--- src/hdl/prog_port_pkg.sv ---
package prog_port_pkg;

    // Load actions selected by the two action bits on a load strobe
    localparam logic [1:0] ACT_ADDR  = 2'b00;
    localparam logic [1:0] ACT_DATA  = 2'b01;
    localparam logic [1:0] ACT_CMD   = 2'b10;
    localparam logic [1:0] ACT_IDLE  = 2'b11;

    // Command byte coding
    localparam logic [7:0] CMD_CHIP_ERASE  = 8'h80;
    localparam logic [7:0] CMD_WRITE_FUSE  = 8'h40;
    localparam logic [7:0] CMD_WRITE_LOCK  = 8'h20;
    localparam logic [7:0] CMD_WRITE_FLASH = 8'h10;
    localparam logic [7:0] CMD_WRITE_EEP   = 8'h11;
    localparam logic [7:0] CMD_READ_SIG    = 8'h08;
    localparam logic [7:0] CMD_READ_FUSE   = 8'h04;
    localparam logic [7:0] CMD_READ_FLASH  = 8'h02;
    localparam logic [7:0] CMD_READ_EEP    = 8'h03;
    localparam logic [7:0] CMD_RESET       = 8'h00;

    // Lock byte: a bit reads 0 when programmed
    localparam int LOCK_BIT1_POS = 0;
    localparam int LOCK_BIT2_POS = 1;

    // Byte shown on the bus for a refused verification read
    localparam logic [7:0] REFUSED_READ_BYTE = 8'hff;

    localparam int WORD_FIFO_DEPTH = 4;
    localparam int WORD_FIFO_WIDTH = 24;

    typedef enum logic [2:0] {
        OP_NONE        = 3'b000,
        OP_CHIP_ERASE  = 3'b001,
        OP_WRITE_FUSE  = 3'b010,
        OP_WRITE_LOCK  = 3'b011,
        OP_WRITE_FLASH = 3'b100,
        OP_WRITE_EEP   = 3'b101
    } op_kind_t;

    typedef enum logic [2:0] {
        RD_NONE  = 3'b000,
        RD_SIG   = 3'b001,
        RD_FUSE  = 3'b010,
        RD_FLASH = 3'b011,
        RD_EEP   = 3'b100
    } read_kind_t;

endpackage : prog_port_pkg

--- src/hdl/pin_sync.sv ---
`timescale 1ns/1ps

module pin_sync #(
    parameter int              WIDTH      = 1,
    parameter logic [WIDTH-1:0] RESET_VALUE = '0
) (
    input  wire logic             clk,
    input  wire logic             sys_rst,
    input  wire logic [WIDTH-1:0] pinIn,
    output logic      [WIDTH-1:0] pinSync
);
    typedef struct packed {
        logic [WIDTH-1:0] stage1;
        logic [WIDTH-1:0] stage2;
    } sync_state_t;

    sync_state_t state_reg;
    sync_state_t state_next;

    always_comb
    begin
        state_next        = state_reg;
        state_next.stage1 = pinIn;
        state_next.stage2 = state_reg.stage1;
    end

    always_ff @(posedge clk or posedge sys_rst)
    begin
        if (sys_rst)
            state_reg <= '{stage1: RESET_VALUE, stage2: RESET_VALUE};
        else
            state_reg <= state_next;
    end

    assign pinSync = state_reg.stage2;

endmodule : pin_sync

--- src/hdl/word_fifo.sv ---
`timescale 1ns/1ps

module word_fifo #(
    parameter int WIDTH = 24,
    parameter int DEPTH = 4
) (
    input  wire logic             clk,
    input  wire logic             sys_rst,
    input  wire logic             inValid,
    output logic                  inReady,
    input  wire logic [WIDTH-1:0] inData,
    output logic                  outValid,
    input  wire logic             outReady,
    output logic      [WIDTH-1:0] outData
);
    localparam int PW = $clog2(DEPTH);

    typedef struct packed {
        logic [DEPTH-1:0][WIDTH-1:0] mem;
        logic [PW-1:0]               wrPtr;
        logic [PW-1:0]               rdPtr;
        logic [PW:0]                 count;
    } fifo_state_t;

    fifo_state_t state_reg;
    fifo_state_t state_next;
    logic        doPush;
    logic        doPop;

    always_comb
    begin
        state_next = state_reg;
        doPush     = inValid && (state_reg.count != (PW+1)'(DEPTH));
        doPop      = state_reg.count != '0 && outReady;
        if (doPush)
        begin
            state_next.mem[state_reg.wrPtr] = inData;
            state_next.wrPtr = (state_reg.wrPtr == PW'(DEPTH - 1)) ? '0 : state_reg.wrPtr + 1'b1;
        end
        if (doPop)
            state_next.rdPtr = (state_reg.rdPtr == PW'(DEPTH - 1)) ? '0 : state_reg.rdPtr + 1'b1;
        if (doPush && !doPop)
            state_next.count = state_reg.count + 1'b1;
        else if (doPop && !doPush)
            state_next.count = state_reg.count - 1'b1;
    end

    always_ff @(posedge clk or posedge sys_rst)
    begin
        if (sys_rst)
            state_reg <= '0;
        else
            state_reg <= state_next;
    end

    assign inReady  = state_reg.count != (PW+1)'(DEPTH);
    assign outValid = state_reg.count != '0;
    assign outData  = state_reg.mem[state_reg.rdPtr];

endmodule : word_fifo

--- src/hdl/parallel_prog_command_port.sv ---
`timescale 1ns/1ps

// Function
// - Strobe with action 00 loads address low or high byte per first select.
// - Strobe with action 01 loads data low or high byte per first select.
// - Strobe with action 10 loads the data bus into the command register.
// - Action 11 is idle; registers change only on a load strobe.
// - Write or output-enable pulse performs the action of the held command.
// - Decode 80h chip erase, 40h write fuses, 20h write lock bits.
// - Decode 10h write flash, 11h write EEPROM.
// - Decode 08h read signature/calibration, 04h read fuse and lock bits.
// - Decode 02h read flash, 03h read EEPROM.
// - Drive data bus only while output enable is low.
// - Ready/busy low during an operation, high when ready.
// - Command and address stay loaded across operations.
// - Erase clears flash, EEPROM, locks; keeps fuses; keep-EEPROM fuse honoured.
// - Write pulse under erase starts erase, busy low until done.
// - Flash data collects in a page buffer, page programmed at once.
// - First lock bit blocks writes and fuses; both also block verify reads.
// - Write pulse under write flash programs the buffered page, busy meanwhile.
module parallel_prog_command_port (
    input  wire logic                                   clk,
    input  wire logic                                   sys_rst,
    input  wire logic                                   loadStrobe,
    input  wire logic                                   loadActionLo,
    input  wire logic                                   loadActionHi,
    input  wire logic                                   byteSelectFirst,
    input  wire logic                                   writeN,
    input  wire logic                                   outputEnableN,
    input  wire logic [7:0]                             dataIn,
    output logic      [7:0]                             dataOut,
    output logic                                        dataOe,
    output logic                                        readyBusyN,
    input  wire logic [1:0]                             lockBits,
    input  wire logic                                   keepEepromOnEraseN,
    output prog_port_pkg::op_kind_t                     opKind,
    output logic                                        opStart,
    output logic      [15:0]                            opAddr,
    output logic      [15:0]                            opData,
    output logic                                        opHighSel,
    output logic                                        eraseKeepsEeprom,
    input  wire logic                                   opDone,
    output logic                                        pageWordValid,
    input  wire logic                                   pageWordReady,
    output logic      [prog_port_pkg::WORD_FIFO_WIDTH-1:0] pageWordData,
    output prog_port_pkg::read_kind_t                   readKind,
    output logic      [15:0]                            readAddr,
    output logic      [1:0]                             readSel,
    input  wire logic [7:0]                             readData
);
    import prog_port_pkg::*;

    typedef struct packed {
        logic                             strobePrev;
        logic                             writePrev;
        logic [7:0]                       command;
        logic [7:0]                       addrLo;
        logic [7:0]                       addrHi;
        logic [7:0]                       dataLo;
        logic [7:0]                       dataHi;
        logic                             opActive;
        logic                             opStart;
        op_kind_t                         opKind;
        logic [15:0]                      opAddr;
        logic [15:0]                      opData;
        logic                             opHighSel;
        logic                             keepEeprom;
        logic                             pushValid;
        logic [WORD_FIFO_WIDTH-1:0]       pushData;
        logic                             readyBusyN;
        logic [7:0]                       dataOut;
        logic                             dataOe;
        read_kind_t                       readKind;
        logic [15:0]                      readAddr;
        logic [1:0]                       readSel;
    } port_state_t;

    port_state_t state_reg;
    port_state_t state_next;

    logic       strobeSync;
    logic       writeNSync;
    logic       oeNSync;
    logic [1:0] actionSync;
    logic       bsFirstSync;
    logic [7:0] dataSync;
    logic       fifoInReady;
    logic       strobeRise;
    logic       writeFall;
    logic       busy;
    logic       writeLocked;
    logic       readLocked;
    op_kind_t   cmdOp;
    read_kind_t cmdRead;

    // Every pin except lockBits, keepEepromOnEraseN and the backend inputs opDone, pageWordReady, readData crosses two flops before use
    pin_sync #(
        .WIDTH      (14),
        .RESET_VALUE(14'h3800)
    ) u_pin_sync (
        .clk    (clk),
        .sys_rst(sys_rst),
        .pinIn  ({writeN, outputEnableN, loadActionHi, loadStrobe, loadActionLo,
                  byteSelectFirst, dataIn}),
        .pinSync({writeNSync, oeNSync, actionSync[1], strobeSync, actionSync[0],
                  bsFirstSync, dataSync})
    );

    // Page words wait here until the array backend drains them
    word_fifo #(
        .WIDTH(WORD_FIFO_WIDTH),
        .DEPTH(WORD_FIFO_DEPTH)
    ) u_word_fifo (
        .clk     (clk),
        .sys_rst (sys_rst),
        .inValid (state_reg.pushValid),
        .inReady (fifoInReady),
        .inData  (state_reg.pushData),
        .outValid(pageWordValid),
        .outReady(pageWordReady),
        .outData (pageWordData)
    );

    // Command decode
    always_comb
    begin
        case (state_reg.command)
            CMD_CHIP_ERASE:  cmdOp = OP_CHIP_ERASE;
            CMD_WRITE_FUSE:  cmdOp = OP_WRITE_FUSE;
            CMD_WRITE_LOCK:  cmdOp = OP_WRITE_LOCK;
            CMD_WRITE_FLASH: cmdOp = OP_WRITE_FLASH;
            CMD_WRITE_EEP:   cmdOp = OP_WRITE_EEP;
            default:         cmdOp = OP_NONE;
        endcase
        case (state_reg.command)
            CMD_READ_SIG:    cmdRead = RD_SIG;
            CMD_READ_FUSE:   cmdRead = RD_FUSE;
            CMD_READ_FLASH:  cmdRead = RD_FLASH;
            CMD_READ_EEP:    cmdRead = RD_EEP;
            default:         cmdRead = RD_NONE;
        endcase
    end

    assign strobeRise  = strobeSync && !state_reg.strobePrev;
    assign writeFall   = !writeNSync && state_reg.writePrev;
    assign busy        = state_reg.opActive || state_reg.pushValid || !fifoInReady;
    assign writeLocked = !lockBits[LOCK_BIT1_POS];
    assign readLocked  = !lockBits[LOCK_BIT1_POS] && !lockBits[LOCK_BIT2_POS];

    always_comb
    begin
        state_next            = state_reg;
        state_next.strobePrev = strobeSync;
        state_next.writePrev  = writeNSync;
        state_next.opStart    = 1'b0;
        if (state_reg.pushValid && fifoInReady)
            state_next.pushValid = 1'b0;

        // Loads; other states keep their contents
        if (strobeRise && !busy)
        begin
            case (actionSync)
                ACT_ADDR:
                begin
                    if (bsFirstSync)
                        state_next.addrHi = dataSync;
                    else
                        state_next.addrLo = dataSync;
                end
                ACT_DATA:
                begin
                    if (bsFirstSync)
                        state_next.dataHi = dataSync;
                    else
                        state_next.dataLo = dataSync;
                    // Completed words enter the page buffer
                    if ((cmdOp == OP_WRITE_FLASH && bsFirstSync)
                        || (cmdOp == OP_WRITE_EEP && !bsFirstSync))
                    begin
                        state_next.pushValid = 1'b1;
                        state_next.pushData  = bsFirstSync
                            ? {state_reg.addrLo, dataSync, state_reg.dataLo}
                            : {state_reg.addrLo, 8'h00, dataSync};
                    end
                end
                ACT_CMD:  state_next.command = dataSync;
                ACT_IDLE: state_next.command = state_reg.command;
                default:  state_next.command = state_reg.command;
            endcase
        end

        // Write pulse starts the held command's operation
        if (writeFall && !busy && cmdOp != OP_NONE)
        begin
            if (cmdOp == OP_CHIP_ERASE || !writeLocked)
            begin
                state_next.opActive   = 1'b1;
                state_next.opStart    = 1'b1;
                state_next.opKind     = cmdOp;
                state_next.opAddr     = {state_reg.addrHi, state_reg.addrLo};
                state_next.opData     = {state_reg.dataHi, state_reg.dataLo};
                state_next.opHighSel  = bsFirstSync;
                state_next.keepEeprom = !keepEepromOnEraseN;
            end
        end
        else if (state_reg.opActive && !state_reg.opStart && opDone)
        begin
            state_next.opActive = 1'b0;
        end

        state_next.readyBusyN = !(state_next.opActive || state_next.pushValid
                                  || !fifoInReady);

        // Reads while output enable is low
        state_next.readKind = cmdRead;
        state_next.readAddr = {state_reg.addrHi, state_reg.addrLo};
        state_next.readSel  = {actionSync[1], bsFirstSync};
        state_next.dataOe   = !oeNSync && cmdRead != RD_NONE;
        if ((cmdRead == RD_FLASH || cmdRead == RD_EEP) && readLocked)
            state_next.dataOut = REFUSED_READ_BYTE;
        else
            state_next.dataOut = readData;
    end

    always_ff @(posedge clk or posedge sys_rst)
    begin
        if (sys_rst)
        begin
            state_reg            <= '0;
            state_reg.writePrev  <= 1'b1;
            state_reg.readyBusyN <= 1'b1;
        end
        else
        begin
            state_reg <= state_next;
        end
    end

    assign dataOut          = state_reg.dataOut;
    assign dataOe           = state_reg.dataOe;
    assign readyBusyN       = state_reg.readyBusyN;
    assign opKind           = state_reg.opKind;
    assign opStart          = state_reg.opStart;
    assign opAddr           = state_reg.opAddr;
    assign opData           = state_reg.opData;
    assign opHighSel        = state_reg.opHighSel;
    assign eraseKeepsEeprom = state_reg.keepEeprom;
    assign readKind         = state_reg.readKind;
    assign readAddr         = state_reg.readAddr;
    assign readSel          = state_reg.readSel;

endmodule : parallel_prog_command_port

--- config.mk ---
export PLATFORM = sky130hd
export DESIGN_NAME = parallel_prog_command_port
export DESIGN_NICKNAME = d
export VERILOG_FILES = /design/src/hdl/prog_port_pkg.sv /design/src/hdl/pin_sync.sv /design/src/hdl/word_fifo.sv /design/src/hdl/parallel_prog_command_port.sv
export SDC_FILE = /design/constraint.sdc
export NUM_CORES = 1
export LEC_CHECK = 0
export ABC_AREA = 1
export BUFFER_PORTS_ARGS = -buffer_cell sky130_fd_sc_hd__buf_2
export CAP_MARGIN = 5
export CORE_UTILIZATION = 25
export CTS_BUF_LIST = sky130_fd_sc_hd__clkbuf_8 sky130_fd_sc_hd__clkbuf_16
export DETAILED_ROUTE_END_ITERATION = 10
export PLACE_DENSITY_LB_ADDON = 0.2
export SYNTH_ARGS = -nofsm -noshare
export SYNTH_HDL_FRONTEND = slang
export SYNTH_SLANG_ARGS = --single-unit
--- constraint.sdc ---
create_clock -name clk -period 13.1 [get_ports clk]
set_clock_uncertainty 0.05 [all_clocks]
set_input_delay 2.62 -clock clk [delete_from_list [all_inputs] [get_ports clk]]
set_output_delay 2.62 -clock clk [all_outputs]
set_load 0.01 [all_outputs]
; ---- Word level (Yosys, flattened, before mapping)
; Cells that the tools add are included.
[word_totals]
register_bits = 268
latchBits = 0
ram_bits = 0
romBits = 0
input_bits = 29
mem_count = 0
[classes]
addsub = 4
multipliers = 0
n_div = 0
magnitude_cmp = 3
eq_ne = 19
shifts = 0
mux = 21
bitwise = 1
reduce_logical = 49
[ops]
columns = operator, count
row1 = $bwmux W96, 1
row2 = $mux W25, 3
row3 = $bmux W24 S2, 1
row4 = $demux W24 S2, 1
row5 = $mux W24, 2
row6 = $mux W39, 1
row7 = $mux W38, 1
row8 = $logic_and A1 B1 Y1, 17
row9 = $eq A8 B2 Y1 const B, 2
row10 = $eq A8 B5 Y1 const B, 2
row11 = $mux W16, 1
row12 = $pmux W3 S5, 1
row13 = $reduce_and A3 Y1, 5
row14 = $logic_not A1 Y1, 13
row15 = $pmux W3 S4, 1
row16 = $eq A3 B3 Y1 const B, 3
row17 = $reduce_bool A3 Y1, 3
row18 = $eq A8 B3 Y1 const B, 1
row19 = $eq A8 B4 Y1 const B, 1
row20 = $eq A8 B6 Y1 const B, 1
row21 = $eq A8 B7 Y1 const B, 1
row22 = $eq A8 B8 Y1 const B, 1
row23 = $mux W8, 1
row24 = $logic_or A1 B1 Y1, 7
row25 = 17 further kinds, 26

; ---- Longest topological paths before layout
; Gate-level depths: netlist of the first run.
[logic_depth]
ltp_word = 11
depth_mapped = 11

; ---- Hierarchy
; A second synthesis of the first run with hierarchy kept.
[unflattened]
hier_cells = 1313
hier_area_um2 = 11836.4
[modules_own_cells]
columns = mod, instances, cells_each, area_each_um2
row1 = parallel_prog_command_port, 1, 621, 5853.1
row2 = word_fifo, 1, 663, 5271.3
row3 = pin_sync, 1, 29, 711.9

; ---- Worst setup path after synthesis of the first run
; Ideal clock, no wire load.
[synth_path]
path_kind = register -> output
start = reg u_word_fifo.state_reg[3] in the netlist's numbering
end = out pageWordData[10] in the netlist's numbering
arrival_ns = 1.317
required_ns = 10.430
path_slack_ns = 9.113
stages_incl_launch_ff = 6
cell_sequence = dfrtp_1 > inv_1 > clkbuf_1 > clkbuf_1 > nor2_1 > o22ai_1
[synth_between]
elab_chain_len = 2
[synth_lines]
columns = element, line
row1 = from (decl), word_fifo.sv:25  ; fifo_state_t state_reg;
row2 = from (signal assigned), word_fifo.sv:53  ; state_reg <= state_next;
row3 = $bmux W24 S2, word_fifo.sv:58  ; assign outData = state_reg.mem[state_reg.rdPtr];
row4 = $mux W24 (not written as such), word_fifo.sv:58
row5 = to (decl), parallel_prog_command_port.sv:45  ; output logic [prog_port_pkg::WORD_FIFO_WIDTH-1:0] pageWordData,
; Every way passes these cells. The select of a mux whose other input is x is not followed.

; ---- Worst setup path in the final report of the first run
[layout_path]
start = reg u_word_fifo.state_reg[4] in the netlist's numbering
end = out pageWordData[19] in the netlist's numbering
; Same word-level chain as after synthesis.

==> results of run 1 <==
## power groups by stage
| stage | registers, W | logic, W | clock network [W] |
|---|---|---|---|
| after CTS | 0.00111 | 0.000629 | 0.000881 |
| after detailed placement | 0.00112 | 0.000627 | 0 |
| after global placement | 0.00112 | 0.000620 | 0 |
| after floorplan | 0.00107 | 0.000478 | 0 |
| after global routing | 0.00113 | 0.000701 | 0.000909 |
| final | 0.00110 | 0.000616 | 0.000849 |
## cells in the final DEF, fill, tap and decap left out, types with 3 or more instances in the layout
cell	count
a21oi_1	10
buf_2	122
buf_4	8
bufinv_16	3
clkbuf_16	31
clkbuf_8	5
dfrtp_1	260
dfstp_2	8
ha_1	6
inv_1	96
inv_2	5
nand2_1	273
nand2_2	4
nand3_1	5
nand3_2	4
nand4_1	42
nor2_1	77
o21ai_0	200
o21ai_1	14
o22ai_1	24
## stage by stage
step                      cells  utilization  worst slack [ns]  hold WS (ns)
after floorplan            1153            -              3.06         0.281
after global placement     1743        0.269              7.56         0.282
after detailed placement   1743        0.269              7.54         0.285
after CTS                  1798        0.292              7.51         0.297
after global routing       1798        0.292              7.40         0.306
final                      1798        0.292              7.54         0.297
## logic make-up (layout without fill, tap and decap cells)
| logic type | Yosys count | in the layout | share of synthesized area |
|---|---|---|---|
| buf+inv | 213 | 273 | 0.102 |
| fa+ha+maj | 7 | 7 | 0.00866 |
| compound gates | 248 | 248 | 0.116 |
| flops | 268 | 268 | 0.612 |
| xor+xnor | 2 | 2 | 0.00160 |
| simple gates | 415 | 415 | 0.160 |
## worst reg2reg max path, stage by stage, from the launching register on
cell and delay, ns:
dfrtp_1 0.45, nor2_2 0.23, inv_2 0.08, nor2_4 0.10
nand2_2 0.08, nand3_2 0.64, nand3_1 0.77, buf_4 0.48
nand2_1 0.12, nand2_1 0.05
## path summary, 6_finish.rpt
path,start,end,slack (ns),cells past startpoint
worst max-delay path,u_word_fifo.state_reg[4]$_DFFE_PP0P_,pageWordData[19],7.54,4
worst min-delay path,u_pin_sync.state_next[4]$_DFF_PP0_,u_pin_sync.pinSync[4]$_DFF_PP0_,0.30,0
worst max register to register,state_reg[128]$_DFFE_PP0P_,opData[4]$_DFFE_PP0P_,9.94,9
worst min register to register,u_pin_sync.state_next[4]$_DFF_PP0_,u_pin_sync.pinSync[4]$_DFF_PP0_,0.30,0
max in group asynchronous,sys_rst,u_word_fifo.state_reg[92]$_DFFE_PP0P_,8.34,4
min in group asynchronous,sys_rst,readAddr[1]$_DFF_PP0_,2.16,2
## final cells by class
cell class | instances | area [um^2] | area share
Clock buffer | 36 | 845 | 0.0670
Multi-Input combinational cell | 672 | 3150 | 0.250
Tap cell | 585 | 732 | 0.0580
Sequential cell | 268 | 6720 | 0.533
Clock inverter | 19 | 156 | 0.0124
Inverter | 88 | 338 | 0.0268
Timing Repair Buffer | 130 | 671 | 0.0532
## metal layers
metal / vias up / track usage
met3: 48 / 0.0237
met4: 0 / 0.0340
li1: 3762 / -
met2: 145 / 0.193
met1: 3622 / 0.190
met5: - / 0
==> run_results.csv, run 1 <==
group,metric,value,unit
synth,ys.flop_type,"dfrtp_1",
clock_tree,cts-buffers-inserted,31,
global_routing,grt_pass1_vias,7431,
layout,largest_register_ffs,103,
placed_design,placed_cell_area,11600,um^2
route,top_layer,"met4",
route,remaining_drc_errors,0,
route,route.met2.wl,12100,um
worst_setup_path,crit_buf_inv,2,
global_routing,grt_pass1_wl,44800,um
route,dr.pass1.iters,7,
worst_setup_path,cp_slowest_cell,"inv_1",
clock_tree,clock_path_buffers,3,
clock_tree,postCtsHoldBufs,0,
power_and_ir_drop,irDropWorstVdd,0.0931,mV
layout,layout-drive-gt1-share,0.166,
worst_setup_path,cp-end-kind,"output port",
power_and_ir_drop,leakage,6.21,nW
route,drt-wirelength-per-cell,15.7,um
clock_tree,cts-root-buf,"clkbuf_16",
sta,hold_viol,0,
synth,synth_common_cells,"276 x nand2_1, 260 x dfrtp_1, 200 x o21ai_0",
synth,ys_ff_latch,268,
clock_tree,ctsResizeCount,0,
synth,synth_cell_types,28,
floorplan,initial_core_util,0.254,
global_routing,grt_start_max_net_pins,118,
clock_tree,clk_pin_slew,0.06,ns
floorplan,coreArea,43200,um^2
power_and_ir_drop,p_sw,0.000866,W
synth,syn_nets,1189,
floorplan,die_h,212,um
worst_setup_path,crit_required,10.43,ns
route,routed_wl,28200,um
placed_design,routabilityCongestion,0.724,
floorplan,pin_count,123,
sta,setup_viol,0,
power_and_ir_drop,switching_share,0.337,
floorplan,num_rows,76,
power_and_ir_drop,clockPowerShare,0.330,
power_and_ir_drop,combinationalPowerShare,0.240,
worst_setup_path,worstPathMaxFanout,26,
synth,ys_seq_area_frac,0.612,
route,drt_iter0_drc,443,
layout,area_delta_synth_final,14.9,%
synth,synthCells,1153,
synth,yosys.area.top_type,"dfrtp_1",
synth,synth.area.top_cells,"dfrtp_1 59%, nand2_1 9.4%, o21ai_0 9.1%, buf_4 5.1%, inv_1 2.8%",
route,dr_wl_met3,1160,um
route,wl_met1,14300,um
power_and_ir_drop,powerDensity,204,nW/um^2
sta,slew_viol_final,0,
clock_tree,clock_latency,0.56,ns
worst_setup_path,crit_chain,"inv_1, o21ai_0, o22ai_1, buf_2",
worst_setup_path,crit_family,"buffers and inverters",
global_routing,antenna_found_initial,0,
run_status,outcome,"finished, final reports clean",
worst_setup_path,critPathKind,"reg2out",
synth,synthesis.area,11000,um^2
global_routing,track_usage,0.129,
power_and_ir_drop,power,0.00257,W
floorplan,die-width,212,um
min_path,hold_path.class,"reg2reg",
worst_setup_path,critPathArrivalTime,2.89,ns
route,ant_nets,0,
layout,antenna_cells,0,
power_and_ir_drop,seq_power_share,0.430,
global_routing,grt.overflow.total,0,
clock_tree,cts_max_level,1,
synth,yosysMostFrequentCell,"nand2_1",
floorplan,dieArea,44800,um^2
layout,nets,1227,
synth,postSynthAreaPerCell,9.52,um^2
placed_design,port_buffers,122,
sta,max_freq,180,MHz
placed_design,dp_hpwl,17800,um
worst_setup_path,start_kind,"register",
synth,synthArstFlopShare,1.00,
synth,synth.top_cell.area_share,0.593,
sta,grt_setup_unrepaired,"no",
sta,min_period_over_period,0.425,
clock_tree,clkSinkCount,268,
synth,ys_warn_count,0,
route,drt-vias-per-instance,4.21,
sta,fin_setup_tns,0,ns
worst_setup_path,max_stage_delay,0.86,ns
clock_tree,cts_tree,"done",
sta,max_slew_margin,0.324,
layout,num-fill-cells,4652,
sta,worst_slew_pin_slew,1.01,ns
layout,finish.instance_area,12600,um^2
sta,post-route-min-period,5.56,ns
power_and_ir_drop,p_int,0.00170,W
synth,synth_edf_count,0,
clock_tree,post_cts_buffers,0,
route,vias,7577,
job,drv_cap,0,
No activity file was read; power rests on OpenSTA's default activity.
==> run 2, diff against run 1 <==
ABC_AREA = 0   (was 1)
clock period = 5.67 ns   (was 13.1 ns; I/O delays follow)
==> run_results.csv, run 2 <==
group,metric,value,unit
worst_setup_path,start_kind,"register",
worst_setup_path,cp.depth,3,
worst_setup_path,cp-end-kind,"output port",
clock_tree,cts-buffers-inserted,30,
floorplan,num_rows,76,
layout,area_delta_synth_final,16.2,%
synth,syn_nets,739,
route,top_layer,"met4",
layout,largest_register_ffs,103,
worst_setup_path,max_stage_delay,0.58,ns
synth,synthAdderAreaFrac,0.00871,
placed_design,port_buffers,122,
route,vias,5620,
global_routing,track_usage,0.118,
worst_setup_path,crit_family,"buffers and inverters",
synth,ys.flop_type,"dfrtp_1",
min_path,worstHoldStart,"u_pin_sync.state_next[10]$_DFF_PP0_",
route,drt_iter0_drc,274,
sta,worst_slew_pin_slew,1.01,ns
synth,synth_common_cells,"260 x dfrtp_1, 185 x mux2_2, 64 x buf_4",
min_path,min_to,"u_pin_sync.pinSync[10]$_DFF_PP0_",
clock_tree,clkSinkCount,268,
layout,layout_commonest_cell,"dfrtp_1",
sta,post-route-min-period,3.51,ns
clock_tree,clk_pin_slew,0.06,ns
clock_tree,cts_tree,"done",
synth,yosys-mux-area-fraction,0.254,
worst_setup_path,r2r_start,"state_reg[55]$_DFF_PP0_",
synth,ys_warn_count,0,
layout,layout-drive-gt1-share,0.522,
power_and_ir_drop,seq_power_share,0.475,
worst_setup_path,reg2regPathDepth,5,
synth,synth_compound_area_frac,0.0146,
synth,synth-xor-area-share,0.00722,
layout,layout_common_cells,"260 x dfrtp_1, 185 x mux2_2, 122 x buf_2",
route,remaining_drc_errors,1,
floorplan,pin_count,123,
route,drt-wirelength-per-cell,18.4,um
sta,setup_viol,0,
placed_design,routabilityCongestion,0.669,
layout,multiInputGateArea,3530,um^2
synth,yosys.area.top_type,"dfrtp_1",
worst_setup_path,cp_slowest_cell,"dfrtp_1",
floorplan,die-width,211,um
power_and_ir_drop,clockPowerShare,0.380,
floorplan,initial_core_util,0.253,
power_and_ir_drop,combinationalPowerShare,0.145,
clock_tree,clock_path_buffers,3,
min_path,hold_path.class,"reg2reg",
floorplan,die_h,211,um
sta,hold_ws,0.296,ns
worst_setup_path,r2r_slack,2.83,ns
sta,hold_viol,0,
worst_setup_path,rr_endpoint,"state_reg[48]$_DFFE_PP0P_",
clock_tree,cts_max_level,1,
synth,synthSimpleGateAreaFrac,0.0378,
clock_tree,cts-root-buf,"clkbuf_16",
power_and_ir_drop,p_sw,0.00140,W
sta,min_period_over_period,0.620,
sta,grt_setup_unrepaired,"no",
floorplan,dieArea,44500,um^2
run_status,outcome,"finished with violations",
layout,seqCellArea,6720,um^2
placed_design,dp_hpwl,15600,um
synth,synthesis.area,10900,um^2
worst_setup_path,critPathKind,"reg2out",
sta,max_slew_margin,0.328,
route,ant_nets,0,
min_path,holdPathStages,0,
route,drt-vias-per-instance,4.11,
synth,postSynthAreaPerCell,15.5,um^2
synth,yosysMostFrequentCell,"dfrtp_1",
clock_tree,postCtsHoldBufs,0,
floorplan,coreArea,43100,um^2
synth,synth_cell_types,48,
clock_tree,post_cts_buffers,0,
global_routing,grt_pass1_wl,39100,um
synth,synthArstFlopShare,1.00,
synth,ys_seq_area_frac,0.616,
global_routing,antenna_found_initial,1,
layout,antenna_cells,0,
worst_setup_path,worstPathMaxFanout,19,
sta,max_freq,284,MHz
route,dr_wl_met3,1160,um
power_and_ir_drop,power,0.00515,W
synth,synth_edf_count,0,
layout,instances_no_fill,1369,
power_and_ir_drop,leakage,6.21,nW
placed_design,dp.cells,1317,
worst_setup_path,crit_buf_inv,2,
job,drv_cap,0,
route,wl_met1,12000,um
route,routed_wl,25200,um
synth,ys_ff_latch,268,
sta,fin_setup_tns,0,ns
worst_setup_path,crit_required,4.49,ns
layout,num-fill-cells,4369,
power_and_ir_drop,powerDensity,406,nW/um^2
route,route.met2.wl,11500,um
power_and_ir_drop,switching_share,0.273,
global_routing,grt.overflow.total,0,
worst_setup_path,critPathArrivalTime,2.33,ns
clock_tree,ctsResizeCount,0,
clock_tree,clock_latency,0.57,ns
synth,synth.top_cell.area_share,0.596,
global_routing,grt_pass1_vias,6027,
synth,synth.area.top_cells,"dfrtp_1 60%, mux2_2 19%, mux4_2 5.0%, buf_4 4.4%, dfstp_2 1.9%",
power_and_ir_drop,p_int,0.00375,W
synth,synth_top_family_by_area,"multiplexers",
power_and_ir_drop,irDropWorstVdd,0.217,mV
synth,synthCells,703,
run_status,violations,"DRC",
layout,finish.utilization,0.294,
sta,slew_viol_final,0,
global_routing,grt_start_max_net_pins,161,
route,dr.pass1.iters,7,
worst_setup_path,crit_chain,"buf_4, mux4_2, buf_2",
layout,nets,800,
==> run 2: layout make-up <==
class	instances	share of cell area
multi-input cells	330	0.279
clock inverters	16	0.0115
flip-flops and latches	268	0.530
inverters	7	0.00237
repair buffers	127	0.0531
clock buffers	36	0.0666
well taps	585	0.0577
==> run 2: cells by family (layout without fill, tap and decap cells) <==
family          Yosys count  count (layout)
simple gates             73              73
compound gates           22              22
xor+xnor                  9               9
mux                     219             219
buf+inv                 105             186
flops                   268             268
fa+ha+maj                 7               7
==> run 2: worst max-delay path by stage <==
stage                                              start                    end
floorplan                                        sys_rst       dataOe$_DFF_PP0_
global placement                             lockBits[0]  opData[6]$_DFFE_PP0P_
detailed placement                           lockBits[0]  opData[5]$_DFFE_PP0P_
CTS                 u_word_fifo.state_reg[4]$_DFFE_PP0P_       pageWordData[13]
global route        u_word_fifo.state_reg[4]$_DFFE_PP0P_       pageWordData[13]
finish              u_word_fifo.state_reg[4]$_DFFE_PP0P_       pageWordData[13]
==> run 2: worst reg2reg max path: cells and delay by family, from the launching register on <==
| family | cells | cell delay (ns) |
|---|---|---|
| flops | 1 | 0.40 |
| simple gates | 4 | 1.80 |
| mux | 1 | 0.44 |
==> run 2: power by group through the flow <==
| stage | sequential (W) | clock, W | combinational, W |
|---|---|---|---|
| 5_1_grt | 0.00250 | 0.00211 | 0.000835 |
| 2_1_floorplan | 0.00233 | 0 | 0.000734 |
| 4_1_cts | 0.00246 | 0.00204 | 0.000772 |
| 6_report | 0.00245 | 0.00196 | 0.000748 |
| 3_5_place_dp | 0.00248 | 0 | 0.000770 |
| 3_3_place_gp | 0.00249 | 0 | 0.000759 |
==> run 2: through the flow <==
| step | cell area [um^2] | setup slack, ns |
|---|---|---|
| 2_1_floorplan | 10900 | 0.953 |
| 3_3_place_gp | 11700 | 2.67 |
| 3_5_place_dp | 11700 | 2.63 |
| 4_1_cts | 12700 | 2.07 |
| 5_1_grt | 12700 | 1.98 |
| 6_report | 12700 | 2.16 |
==> run 2: layer usage <==
metal / vias to the layer above / global-route usage
met2: 114 / 0.185
met4: 0 / 0.0315
met1: 2924 / 0.163
met3: 35 / 0.0278
met5: - / 0
li1: 2547 / -
